$ cat src/inc/asc_pkg.sv
// constants, types and register map of the active serial configuration master
// assumes a 20 MHz reference clock and a 32-bit apb register bus
package asc_pkg;

   // ----------------------------------------------------------------
   // clocking
   // ----------------------------------------------------------------
   localparam int unsigned REF_CLK_HZ = 20_000_000;
   localparam int unsigned DEFAULT_MAX_HZ = 40_000_000;
   localparam int unsigned SLOW_MAX_HZ = 20_000_000;
   localparam int unsigned FAST_MAX_HZ = 40_000_000;
   // two reference cycles per half period let the synchronised data settle
   localparam int unsigned MIN_HALF = 2;

   function automatic int unsigned half_cnt(input int unsigned f_hz);
      int unsigned h;
      h = (REF_CLK_HZ + 2 * f_hz - 1) / (2 * f_hz);
      return (h < MIN_HALF) ? MIN_HALF : h;
   endfunction

   localparam logic [7:0] HALF_DEFAULT = 8'(half_cnt(DEFAULT_MAX_HZ));
   localparam logic [7:0] HALF_SLOW = 8'(half_cnt(SLOW_MAX_HZ));
   localparam logic [7:0] HALF_FAST = 8'(half_cnt(FAST_MAX_HZ));

   // ----------------------------------------------------------------
   // stream layout
   // ----------------------------------------------------------------
   localparam logic [6:0] CMD_BITS = 7'h20;
   localparam logic [6:0] HDR_BITS = 7'h40;
   localparam logic [7:0] READ_CMD = 8'h03;
   localparam int CELL_AW = 8;
   localparam int LEN_W = 9;
   localparam int STRAP_W = 4;
   localparam logic [STRAP_W-1:0] MASTER_STRAP = 4'h2;

   // ----------------------------------------------------------------
   // register map
   // ----------------------------------------------------------------
   localparam int APB_AW = 8;
   localparam logic [APB_AW-1:0] REG_CTRL = 8'h00;
   localparam logic [APB_AW-1:0] REG_ADDR = 8'h04;
   localparam logic [APB_AW-1:0] REG_LEN = 8'h08;
   localparam logic [APB_AW-1:0] REG_STATUS = 8'h0C;
   localparam logic [APB_AW-1:0] REG_CELL_ADDR = 8'h10;
   localparam logic [APB_AW-1:0] REG_CELL_DATA = 8'h14;
   localparam int CTRL_START_BIT = 0;
   localparam int CTRL_FIELD_LSB = 1;
   localparam int CTRL_FIELD_MSB = 4;
   localparam logic [23:0] ADDR_RST = 24'h000000;
   localparam logic [LEN_W-1:0] LEN_RST = 9'h100;

   typedef enum logic [1:0] {
      SRC_SLOW = 2'h0,
      SRC_FAST = 2'h1,
      SRC_USER = 2'h2
   } clk_src_t;

   typedef struct packed {
      logic daisy;
      clk_src_t src;
      logic compress;
   } ctrl_t;

   localparam ctrl_t CTRL_RST = '{daisy: 1'b1, src: SRC_FAST, compress: 1'b0};

   typedef enum logic [2:0] {
      ST_IDLE = 3'h0,
      ST_CMD = 3'h1,
      ST_HEADER = 3'h3,
      ST_DATA = 3'h2,
      ST_FWD = 3'h6,
      ST_INIT = 3'h7,
      ST_SLV_DATA = 3'h4
   } cfg_state_t;

   typedef struct packed {
      logic we;
      logic [CELL_AW-1:0] addr;
      logic [7:0] data;
   } cell_wr_t;

endpackage

$ cat src/core/cfg_cell_mem.sv
// configuration cell store, one write port and one registered read port
// assumes both ports on ref_clk; the array itself is not reset
module cfg_cell_mem (
   input wire logic ref_clk,
   input wire logic nrst,
   input wire asc_pkg::cell_wr_t wr,
   input wire logic [asc_pkg::CELL_AW-1:0] rd_addr,
   output logic [7:0] rd_data
);
   import asc_pkg::*;

   logic [7:0] cells [0:(1<<CELL_AW)-1];

   always_ff @(posedge ref_clk) begin
      if (wr.we) begin
         cells[wr.addr] <= wr.data;
      end
   end

   always_ff @(posedge ref_clk or negedge nrst) begin
      if (!nrst) begin
         rd_data <= 8'h00;
      end else begin
         rd_data <= cells[rd_addr];
      end
   end

endmodule

$ cat src/core/active_serial_config_master.sv
// active serial configuration master with passive-scheme slave fallback
// assumes pins are asynchronous to ref_clk; open-drain lines pulled up
//
// Local design decisions: the register addresses and the APB register port.
module active_serial_config_master (
   input wire logic ref_clk,
   input wire logic nrst,
   input wire logic psel,
   input wire logic penable,
   input wire logic pwrite,
   input wire logic [asc_pkg::APB_AW-1:0] paddr,
   input wire logic [31:0] pwdata,
   output logic [31:0] prdata,
   output logic pready,
   output logic pslverr,
   input wire logic serial_link_clock_i,
   output logic serial_link_clock_o,
   output logic serial_link_clock_oe,
   output logic flash_select_out_n,
   output logic cmd_serial_out,
   input wire logic config_serial_in,
   input wire logic user_clock_input,
   input wire logic [asc_pkg::STRAP_W-1:0] scheme_select_straps,
   input wire logic chain_enable_in_n,
   output logic chain_enable_out_n,
   input wire logic load_done_i,
   output logic load_done_o,
   output logic load_done_oe,
   input wire logic cfg_status_i,
   output logic cfg_status_o,
   output logic cfg_status_oe,
   output logic init_mode
);
   import asc_pkg::*;

   localparam int SYNC_W = STRAP_W + 6;

   // ----------------------------------------------------------------
   // declarations
   // ----------------------------------------------------------------
   logic [SYNC_W-1:0] raw_in;
   logic [SYNC_W-1:0] meta_q;
   logic [SYNC_W-1:0] sync_q;
   logic s_sclk, s_data, s_usr, s_chain_n, s_done, s_stat;
   logic [STRAP_W-1:0] s_straps;
   logic sclk_prev_q, usr_prev_q;
   logic slv_rise, usr_rise;

   ctrl_t ctrl_q;
   logic [23:0] addr_q;
   logic [LEN_W-1:0] own_len_q;
   logic [CELL_AW-1:0] rd_addr_q;
   logic [31:0] prdata_q;
   logic pslverr_q;
   logic [31:0] rd_val;
   logic hit;
   logic setup, access, wr_ok, go;

   cfg_state_t state_q;
   logic passive_q;
   logic [6:0] bit_cnt_q;
   logic [7:0] div_cnt_q;
   logic [7:0] half;
   logic sclk_q;
   logic master_run, user_phase, toggle, fall;
   logic [31:0] cmd_sr_q;
   logic cmd_out_q;
   logic fsel_n_q;

   logic cap;
   logic [7:0] bsr_q;
   logic [2:0] bcnt_q;
   logic byte_rdy;
   logic [7:0] byte_val;
   logic comp;
   logic have_cnt_q, expanding_q;
   logic [7:0] rle_cnt_q, rle_val_q;
   logic [LEN_W-1:0] cell_cnt_q;
   logic own_done;
   cell_wr_t cell_wr;
   logic [7:0] cell_rd_data;
   logic chain_out_n_q, ld_oe_q, st_oe_q;

   // ----------------------------------------------------------------
   // pin synchronisers
   // ----------------------------------------------------------------
   assign raw_in = {scheme_select_straps, cfg_status_i, load_done_i,
                    chain_enable_in_n, user_clock_input, config_serial_in,
                    serial_link_clock_i};

   always_ff @(posedge ref_clk or negedge nrst) begin
      if (!nrst) begin
         meta_q <= '0;
         sync_q <= '0;
      end else begin
         meta_q <= raw_in;
         sync_q <= meta_q;
      end
   end

   assign s_sclk = sync_q[0];
   assign s_data = sync_q[1];
   assign s_usr = sync_q[2];
   assign s_chain_n = sync_q[3];
   assign s_done = sync_q[4];
   assign s_stat = sync_q[5];
   assign s_straps = sync_q[SYNC_W-1 -: STRAP_W];

   always_ff @(posedge ref_clk or negedge nrst) begin
      if (!nrst) begin
         sclk_prev_q <= 1'b0;
         usr_prev_q <= 1'b0;
      end else begin
         sclk_prev_q <= s_sclk;
         usr_prev_q <= s_usr;
      end
   end

   assign slv_rise = s_sclk & ~sclk_prev_q;
   assign usr_rise = s_usr & ~usr_prev_q;

   // ----------------------------------------------------------------
   // apb slave
   // ----------------------------------------------------------------
   assign setup = psel & ~penable;
   assign access = psel & penable;
   assign wr_ok = access & pwrite & ~pslverr_q;
   // a start is refused unless this device's chain enable is low
   assign go = wr_ok && paddr == REG_CTRL && pwdata[CTRL_START_BIT] &&
               (state_q == ST_IDLE || state_q == ST_INIT) && !s_chain_n;

   always_comb begin
      rd_val = 32'h00000000;
      hit = 1'b1;
      case (paddr)
         REG_CTRL: rd_val = {27'h0000000, ctrl_q, 1'b0};
         REG_ADDR: rd_val = {8'h00, addr_q};
         REG_LEN: rd_val = {23'h000000, own_len_q};
         REG_STATUS: rd_val = {7'h00, cell_cnt_q, 8'h00, s_chain_n, s_stat,
                               s_done, own_done, passive_q, state_q};
         REG_CELL_ADDR: rd_val = {24'h000000, rd_addr_q};
         REG_CELL_DATA: rd_val = {24'h000000, cell_rd_data};
         default: hit = 1'b0;
      endcase
   end

   always_ff @(posedge ref_clk or negedge nrst) begin
      if (!nrst) begin
         prdata_q <= 32'h00000000;
         pslverr_q <= 1'b0;
      end else if (setup) begin
         prdata_q <= pwrite ? 32'h00000000 : rd_val;
         pslverr_q <= ~hit;
      end
   end

   assign prdata = prdata_q;
   assign pslverr = pslverr_q;
   assign pready = penable;

   always_ff @(posedge ref_clk or negedge nrst) begin
      if (!nrst) begin
         ctrl_q <= CTRL_RST;
         addr_q <= ADDR_RST;
         own_len_q <= LEN_RST;
         rd_addr_q <= '0;
      end else if (wr_ok) begin
         case (paddr)
            REG_CTRL: ctrl_q <= pwdata[CTRL_FIELD_MSB:CTRL_FIELD_LSB];
            REG_ADDR: addr_q <= pwdata[23:0];
            REG_LEN: own_len_q <= pwdata[LEN_W-1:0];
            REG_CELL_ADDR: rd_addr_q <= pwdata[CELL_AW-1:0];
            default: ;
         endcase
      end
   end

   // ----------------------------------------------------------------
   // role strap
   // ----------------------------------------------------------------
   // straps are sampled only while idle, never at the reset edge
   always_ff @(posedge ref_clk or negedge nrst) begin
      if (!nrst) begin
         passive_q <= 1'b0;
      end else if (state_q == ST_IDLE) begin
         passive_q <= (s_straps != MASTER_STRAP);
      end
   end

   // ----------------------------------------------------------------
   // link clock generation
   // ----------------------------------------------------------------
   // in concurrent mode the clock stops once this device is loaded,
   // since every slave takes exactly the same stream
   assign master_run = !passive_q &&
                       (state_q == ST_CMD || state_q == ST_HEADER ||
                        state_q == ST_DATA ||
                        (state_q == ST_FWD && ctrl_q.daisy));
   assign user_phase = ctrl_q.src == SRC_USER &&
                       (state_q == ST_DATA || state_q == ST_FWD);

   always_comb begin
      half = HALF_DEFAULT;
      if (state_q == ST_DATA || state_q == ST_FWD) begin
         half = (ctrl_q.src == SRC_SLOW) ? HALF_SLOW : HALF_FAST;
      end
   end

   // user clock is seen through the synchroniser, so the link runs at
   // half its rate at best; a limit of sampling with ref_clk
   assign toggle = master_run && !expanding_q && (user_phase ?
                   usr_rise && |div_cnt_q : div_cnt_q == half - 8'h01);
   assign fall = toggle & sclk_q;

   always_ff @(posedge ref_clk or negedge nrst) begin
      if (!nrst) begin
         div_cnt_q <= 8'h00;
      end else if (!master_run || toggle) begin
         div_cnt_q <= 8'h00;
      end else if (!expanding_q) begin
         div_cnt_q <= div_cnt_q + 8'h01;
      end
   end

   always_ff @(posedge ref_clk or negedge nrst) begin
      if (!nrst) begin
         sclk_q <= 1'b1;
      end else if (state_q == ST_IDLE || state_q == ST_INIT) begin
         sclk_q <= 1'b1;
      end else if (toggle) begin
         sclk_q <= ~sclk_q;
      end
   end

   assign serial_link_clock_o = sclk_q;
   assign serial_link_clock_oe = ~passive_q;

   // ----------------------------------------------------------------
   // sequencer
   // ----------------------------------------------------------------
   always_ff @(posedge ref_clk or negedge nrst) begin
      if (!nrst) begin
         state_q <= ST_IDLE;
         bit_cnt_q <= 7'h00;
      end else begin
         case (state_q)
            ST_IDLE, ST_INIT: begin
               if (go) begin
                  state_q <= passive_q ? ST_SLV_DATA : ST_CMD;
                  bit_cnt_q <= 7'h00;
               end
            end
            ST_CMD: begin
               if (fall) begin
                  if (bit_cnt_q == CMD_BITS) begin
                     state_q <= ST_HEADER;
                     bit_cnt_q <= 7'h00;
                  end else begin
                     bit_cnt_q <= bit_cnt_q + 7'h01;
                  end
               end
            end
            ST_HEADER: begin
               if (fall) begin
                  if (bit_cnt_q == HDR_BITS - 7'h01) begin
                     state_q <= ST_DATA;
                     bit_cnt_q <= 7'h00;
                  end else begin
                     bit_cnt_q <= bit_cnt_q + 7'h01;
                  end
               end
            end
            ST_DATA, ST_SLV_DATA: begin
               if (own_done) begin
                  state_q <= ST_FWD;
               end
            end
            ST_FWD: begin
               if (s_done) begin
                  state_q <= ST_INIT;
               end
            end
            default: state_q <= ST_IDLE;
         endcase
      end
   end

   assign init_mode = (state_q == ST_INIT);

   // ----------------------------------------------------------------
   // command out and flash select
   // ----------------------------------------------------------------
   always_ff @(posedge ref_clk or negedge nrst) begin
      if (!nrst) begin
         cmd_sr_q <= 32'h00000000;
         cmd_out_q <= 1'b0;
      end else if (go) begin
         cmd_sr_q <= {READ_CMD, addr_q};
      end else if (state_q == ST_CMD && fall) begin
         if (bit_cnt_q < CMD_BITS) begin
            cmd_out_q <= cmd_sr_q[31];
            cmd_sr_q <= {cmd_sr_q[30:0], 1'b0};
         end else begin
            cmd_out_q <= 1'b0;
         end
      end
   end

   assign cmd_serial_out = cmd_out_q;

   always_ff @(posedge ref_clk or negedge nrst) begin
      if (!nrst) begin
         fsel_n_q <= 1'b1;
      end else if (state_q == ST_CMD && fall && bit_cnt_q == 7'h00) begin
         fsel_n_q <= 1'b0;
      end else if ((state_q == ST_DATA && own_done && !ctrl_q.daisy) ||
                   (state_q == ST_FWD && s_done) ||
                   state_q == ST_IDLE || state_q == ST_INIT) begin
         fsel_n_q <= 1'b1;
      end
   end

   assign flash_select_out_n = fsel_n_q;

   // ----------------------------------------------------------------
   // bit capture and byte assembly
   // ----------------------------------------------------------------
   // memory launches on a fall, this side takes it one fall later
   assign cap = (state_q == ST_DATA && fall) ||
                (state_q == ST_SLV_DATA && slv_rise);

   always_ff @(posedge ref_clk or negedge nrst) begin
      if (!nrst) begin
         bsr_q <= 8'h00;
         bcnt_q <= 3'h0;
      end else if (go) begin
         bcnt_q <= 3'h0;
      end else if (cap) begin
         bsr_q <= {s_data, bsr_q[7:1]};
         bcnt_q <= bcnt_q + 3'h1;
      end
   end

   assign byte_rdy = cap && bcnt_q == 3'h7;
   assign byte_val = {s_data, bsr_q[7:1]};

   // ----------------------------------------------------------------
   // decompression
   // ----------------------------------------------------------------
   // run-length pairs: count byte n, then value written n+1 times; the
   // link clock is held while expanding, so a passive slave cannot
   // throttle its sender and loads raw data instead
   assign comp = ctrl_q.compress & ~passive_q;

   always_ff @(posedge ref_clk or negedge nrst) begin
      if (!nrst) begin
         have_cnt_q <= 1'b0;
         expanding_q <= 1'b0;
         rle_cnt_q <= 8'h00;
         rle_val_q <= 8'h00;
      end else if (go) begin
         have_cnt_q <= 1'b0;
         expanding_q <= 1'b0;
      end else if (expanding_q) begin
         if (rle_cnt_q == 8'h00 || own_done) begin
            expanding_q <= 1'b0;
         end else begin
            rle_cnt_q <= rle_cnt_q - 8'h01;
         end
      end else if (byte_rdy && comp && !own_done) begin
         if (!have_cnt_q) begin
            rle_cnt_q <= byte_val;
            have_cnt_q <= 1'b1;
         end else begin
            rle_val_q <= byte_val;
            expanding_q <= 1'b1;
            have_cnt_q <= 1'b0;
         end
      end
   end

   // ----------------------------------------------------------------
   // configuration cells
   // ----------------------------------------------------------------
   assign own_done = (cell_cnt_q == own_len_q);
   assign cell_wr.we = !own_done && (expanding_q || (byte_rdy && !comp));
   assign cell_wr.addr = cell_cnt_q[CELL_AW-1:0];
   assign cell_wr.data = expanding_q ? rle_val_q : byte_val;

   always_ff @(posedge ref_clk or negedge nrst) begin
      if (!nrst) begin
         cell_cnt_q <= '0;
      end else if (go) begin
         cell_cnt_q <= '0;
      end else if (cell_wr.we) begin
         cell_cnt_q <= cell_cnt_q + 9'h001;
      end
   end

   cfg_cell_mem u_cells (
      .ref_clk(ref_clk),
      .nrst(nrst),
      .wr(cell_wr),
      .rd_addr(rd_addr_q),
      .rd_data(cell_rd_data)
   );

   // ----------------------------------------------------------------
   // chain and shared open-drain lines
   // ----------------------------------------------------------------
   always_ff @(posedge ref_clk or negedge nrst) begin
      if (!nrst) begin
         chain_out_n_q <= 1'b1;
         ld_oe_q <= 1'b1;
         st_oe_q <= 1'b1;
      end else if (go) begin
         chain_out_n_q <= 1'b1;
         ld_oe_q <= 1'b1;
         st_oe_q <= 1'b0;
      end else if (own_done &&
                   (state_q == ST_DATA || state_q == ST_SLV_DATA)) begin
         chain_out_n_q <= 1'b0;
         ld_oe_q <= 1'b0;
      end
   end

   assign chain_enable_out_n = chain_out_n_q;
   assign load_done_o = 1'b0;
   assign load_done_oe = ld_oe_q;
   assign cfg_status_o = 1'b0;
   assign cfg_status_oe = st_oe_q;

endmodule

$ cat config.mk
export PLATFORM = sky130hd
export DESIGN_NAME = active_serial_config_master
export DESIGN_NICKNAME = d
export VERILOG_FILES = /design/src/inc/asc_pkg.sv /design/src/core/cfg_cell_mem.sv /design/src/core/active_serial_config_master.sv
export SDC_FILE = /design/constraint.sdc
export NUM_CORES = 2
export LEC_CHECK = 0
export ABC_AREA = 0
export BUFFER_PORTS_ARGS = -buffer_cell sky130_fd_sc_hd__buf_2
export CAP_MARGIN = 0
export CORE_UTILIZATION = 35
export DETAILED_ROUTE_END_ITERATION = 6
export PLACE_DENSITY_LB_ADDON = 0.2
export SETUP_SLACK_MARGIN = 0.2
export SLEW_MARGIN = 20
export SYNTH_ARGS = -nofsm -noshare
export SYNTH_HDL_FRONTEND = slang
export SYNTH_SLANG_ARGS = --single-unit
$ cat constraint.sdc
create_clock -name ref_clk -period 14 [get_ports ref_clk]
set_input_delay 2.8 -clock ref_clk [delete_from_list [all_inputs] [get_ports ref_clk]]
set_output_delay 2.8 -clock ref_clk [all_outputs]
set_load 0.01 [all_outputs]
After elaboration in Yosys (flattened, before gate mapping)

Memory sizes are Yosys's and may differ from the RTL's. A register that Yosys moved wholly into a read port is not among the register bits.
Index checks and enable logic that the tools add are counted.

Eq/ne operators: 29
$lt $le $gt $ge: 1
Bitwise gates (word level): 17
Add/sub/neg operators: 5
Multiplexer cells: 51
Reduce and logical (&&, ||, !) cells: 74

Operators by type and width:

| kind                | number |
|---|---|
| $pmux 25 s6         | 1 |
| $mux 32             | 4 |
| $mux 8              | 7 |
| $mux 7              | 5 |
| $mux 3              | 10 |
| $logic_and 1x1->1   | 23 |
| $pmux 7 s3          | 1 |
| $mux 1              | 20 |
| $mux 9              | 2 |
| $reduce_bool 2->1   | 9 |
| $eq 8x4->1 const B  | 2 |
| $eq 8x5->1 const B  | 2 |
| $logic_not 8->1     | 2 |
| $ne 2x2->1 const B  | 8 |
| $reduce_and 2->1    | 8 |
| $pmux 3 s5          | 1 |
| $eq 7x6->1 const B  | 2 |
| $logic_or 1x1->1    | 13 |
| $eq 3x3->1 const B  | 4 |
| $reduce_and 4->1    | 3 |
| $add 9x1->9 const B | 1 |
| $eq 9x9->1          | 1 |
| $not 1->1           | 9 |
| $add 8x1->8 const B | 1 |
| 20 further kinds    | 38 |

Bits in registers: 194
Bits in writable memories: 2,048
Word-level logic and storage cells: 207
Memories: 1

Memory list:

| name          | depth | bits a word | read ports | clocked after memory_dff | wr ports | line               | text |
|---|---|---|---|---|---|---|---|
| u_cells.cells | 256   | 8           | 1          | 1                        | 1        | cfg_cell_mem.sv:12 | `logic [7:0] cells [0:(1<<CELL_AW)-1];` |

Logic depth before layout (Yosys ltp)

Depth after elaboration: 16
Mapped depth: 11
Depth with buffers taken out: 8

By module

Synthesis repeated with hierarchy kept, for this count alone.

Cell total of the unflattened synthesis: 4,631
Area total of the unflattened synthesis: 88,894.0 µm²

By module, submodules not included:

| module                      | sequential area each (µm²) | area each (µm²) | times used | cells an instance |
|---|---|---|---|---|
| cfg_cell_mem                | 61,699.2                   | 80,038.0        | 1          | 3,795 |
| active_serial_config_master | 4,663.2                    | 8,856.0         | 1          | 836 |

Least setup slack after synthesis

No wires, ideal clock.

Kind: register to register
From: reg expanding_q
To: mem u_cells.cells[0][4] (data pin)
Library setup time: 2.187 ns
Arrival time: 10.905 ns
Period minus slack after synthesis: 13.092 ns
Path buffers: 3
Cell stages (with the launch flop): 5
Required time: 11.813 ns
Slack: 0.908 ns
Cell sequence: dfrtp_1 clkbuf_1 clkbuf_1 clkbuf_1 o21ai_0

RTL lines:

| element                | line                               | text |
|---|---|---|
| from (decl)            | active_serial_config_master.sv:76  | `logic have_cnt_q, expanding_q;` |
| from (signal assigned) | active_serial_config_master.sv:358 | `expanding_q <= 1'b0;` |
| from (signal assigned) | active_serial_config_master.sv:363 | `expanding_q <= 1'b0;` |
| from (signal assigned) | active_serial_config_master.sv:366 | `expanding_q <= 1'b0;` |
| to (decl)              | cfg_cell_mem.sv:12                 |  |

Worst setup path in the final report

From: in penable
To: out pready

RTL lines:

| element     | line                              | text |
|---|---|---|
| from (decl) | active_serial_config_master.sv:9  | `input wire logic penable,` |
| to (decl)   | active_serial_config_master.sv:14 | `output logic pready,` |

No word-level cell between the ends.

==> results.md <==
* Met2 wire length at 112,000 um
* P&R area growth vs syn at 14.6%
* Worst Hold Class: reg2reg
* CTS tree: built
* H-tree levels at 4
* Fin area at 101,000 um2
* First-pass GRT wire length at 340,000 um
* Period minus WS final at 5.85 ns
* DRT Pass-1 Iters at 6
* Synth async-reset ratio at 8.65%
* Sequential area share after synthesis at 75.6%
* Pint at 11,600 uW
* Clock Sinks at 2,242
* Worst Skew at 0.0568 ns
* Post-synth EDFFs at 2,048
* Final setup vio count at 0
* Worst path required time at 11.20 ns
* # DRC at 0
* Psw at 3950 uW
* Kind of critical path: in2out
* Final ANT Viol Nets at 0
* Starting Density at 35.3%
* WL met3 at 14,400 um
* CP max stage cell: buf_2
* Sequential share of power at 51.2%
* Fmax at 171 MHz
* Cell area after synthesis at 87,800 um2
* Fillers at 22,400
* Wire length on met1 at 104,000 um
* Number of synthesized register bits at 2,242
* I/O pin cnt at 99
* Clock transition at the registers of the reported paths at 0.06 ns
* Main area contributors after synthesis: edfxtp_1 70%, mux4_2 12%, dfrtp_1 5.3%, mux2i_1 1.7%, a22oi_1 1.6%
* Ys Warns at 0
* Cells after synthesis at 4,520
* Post-synth top area share at 70.0%
* GRT overflow at 0
* Power share of the clock group at 39.2%
* TritonCTS Buffers at 231
* Routability cong. at 0.795
* Most frequent cells in the layout: 2,048 x edfxtp_1, 450 x mux4_2, 234 x clkbuf_16
* GR Util All Layers at 18.7%
* Crit Path Max Fanout at 4
* Relative slew margins at 22.7%
* Die H at 503 um
* Switching Fraction at 25.4%
* Pin count of the biggest net entering global routing at 209
* Slew @ Worst Pin at 1.16 ns
* Fin Setup TNS at 0 ns
* Max VDD drop at 0.000140 V
* Die area at 253,000 um2
* CP peak stage delay at 0.13 ns
* Most used cell along the critical path: buf_2
* Number of max-cap violations at 0
* Wire per inst at 28.6 um
* Commonest non-fill, non-tap cell in the layout: edfxtp_1
* Area of the multi-input gates at 20,400 um2
* Via count at 44,900
* Crit. End Element: primary output
* Post-CTS sizing at 0
* Root Driver: clkbuf_16
* Initial DRC Count at 4,584
* Clock buffer depth at 3
* Worst path bufs/invs at 2
* Post-CTS Hold Buffers at 0
* Vias in the first global route at 46,000
* Top sig layer: met4
* Die span in x at 503 um
* Outcome: completed
* CP Launch Type: input port
* Max-slew violations at 0
* Share of cells above drive strength 1 at 24.6%
* I/O Buffers at 81
* Worst EP arrival at 3.05 ns
* Final wirelength at 237,000 um
* Instance area at placement at 93,100 um2
* Pwr Density at 154 nW/um2
* Syn avg cell area at 19.4 um2
* Gate power share at 9.6%
* Crit-path leading delay family: buffers and inverters
* Via/cell ratio at 5.42
* Reg area at 66,400 um2
* Pleak at 0.0315 uW
* Nets at 4,827
* # rows at 183
* Clock insertion delay at the later pin of the skew report at 0.88 ns
* Antenna violations before repair at 14
* Main flop type after synthesis: edfxtp_1
* DP HPWL at 138,000 um
* Largest area contributor in the netlist: edfxtp_1
* Total setup buffers inserted after CTS at 0
* Cell variety after synth at 85
* Endpoints failing hold at 0
* RSZ-0062 raised after global routing: no
* Final period util at 41.8%
* Cells along the critical path: buf_2, buf_2
* Core Footprint at 249,000 um2
cell usage after synthesis (5+ instances only):
cell type  count
a41oi_1        5
or2_2          5
a21oi_1      145
inv_1         23
edfxtp_1    2048
clkbuf_1     159
nand3_1       28
o22ai_1       24
a31oi_1       18
a211oi_1      11
a22oi_1      188
a21o_1         7
mux2_2        80
and2_1         5
nor3_1       161
mux2i_1      149
buf_4         28
o21ai_0       55
nand4_1       12
dfstp_2        7
a22o_1        22
or3_1          9
nor2_1       183
buf_1         29
nand2b_1      12
a221oi_1      16
or4_1          5
dfrtp_1      187
nand2_1      136
xor2_1        13
o21ai_1       30
nor4_1        38
ha_1          13
nor2b_1       17
buf_2         73
o221ai_1      28
mux4_2       450
and3_1         8
nand3b_1       6
xnor2_1        5
layout make-up:
type	count	area share (%)
clock buffers	292	6.07
inverters	24	0.0895
diodes	1	0.00249
well taps	3330	4.14
clock inverters	138	1.31
flip-flops and latches	2242	65.9
multi-input cells	1969	20.3
repair buffers	291	2.17
flip-flops by register name, indices dropped and copies added (netlist names), 3 cells and up:
register and cells:
u_cells.cells 2048, cell_cnt_q 9, own_len_q 9, bit_cnt_q 7
addr_q 24, state_q 3, div_cnt_q 8, ctrl_q 4
bsr_q 7, u_cells.rd_data 8, prdata 25, rle_cnt_q 8
sync_q 10, meta_q 10, rle_val_q 8, cmd_sr_q 32
rd_addr_q 8, bcnt_q 3
final timing paths:
path	slack [ns]	startpoint	cells past startpoint	endpoint
min in group asynchronous	2.01	nrst	1	sync_q[4]$_DFF_PN0_
setup / recovery	8.15	penable	2	pready
hold / removal	0.35	meta_q[1]$_DFF_PN0_	0	sync_q[1]$_DFF_PN0_
max in group asynchronous	10.75	nrst	2	rd_addr_q[0]$_DFFE_PN0P_
setup reg to reg	8.69	rd_addr_q[0]$_DFFE_PN0P_	8	u_cells.rd_data[6]$_DFF_PN0_
hold reg to reg	0.35	meta_q[1]$_DFF_PN0_	0	sync_q[1]$_DFF_PN0_
per-layer routing:
| layer | GRT usage (%) | up-vias |
|---|---|---|
| met5 | 0 | - |
| met4 | 5.37 | 0 |
| met3 | 3.10 | 291 |
| met2 | 29.7 | 1391 |
| met1 | 26.5 | 24100 |
| li1 | - | 19100 |
logic make-up after synthesis:
logic type	after synthesis	share of synthesized area, %
XOR/XNOR	18	0.179
AND/OR/NAND/NOR	649	3.56
AO/OA/AOI/OAI	600	4.61
other	1	0.00427
adder cells (fa/ha/maj)	13	0.185
flip-flops	2242	75.6
buffers and inverters	317	1.62
multiplexers	680	14.3
power by group through the flow:
| stage | sequential [uW] | combinational, uW | clock (uW) |
|---|---|---|---|
| finish | 7970 | 1490 | 6090 |
| global route | 7980 | 1590 | 6460 |
| CTS | 7970 | 1490 | 6210 |
| detailed placement | 8110 | 1490 | 0 |
| global placement | 8100 | 1450 | 0 |
| floorplan | 8210 | 721 | 0 |
through the flow:
stage	setup slack [ns]	std cells	hold slack (ns)	utilization (%)	power (uW)
finish	8.15	8287	0.348	40.4	15500
global route	8.14	8287	0.353	40.4	16000
CTS	8.15	8283	0.351	40.4	15700
detailed placement	7.92	7853	0.339	37.4	9600
global placement	7.99	7853	0.340	37.4	9550
floorplan	0.908	4528	0.331	-	8930
Power figures use the tool's default switching activity.
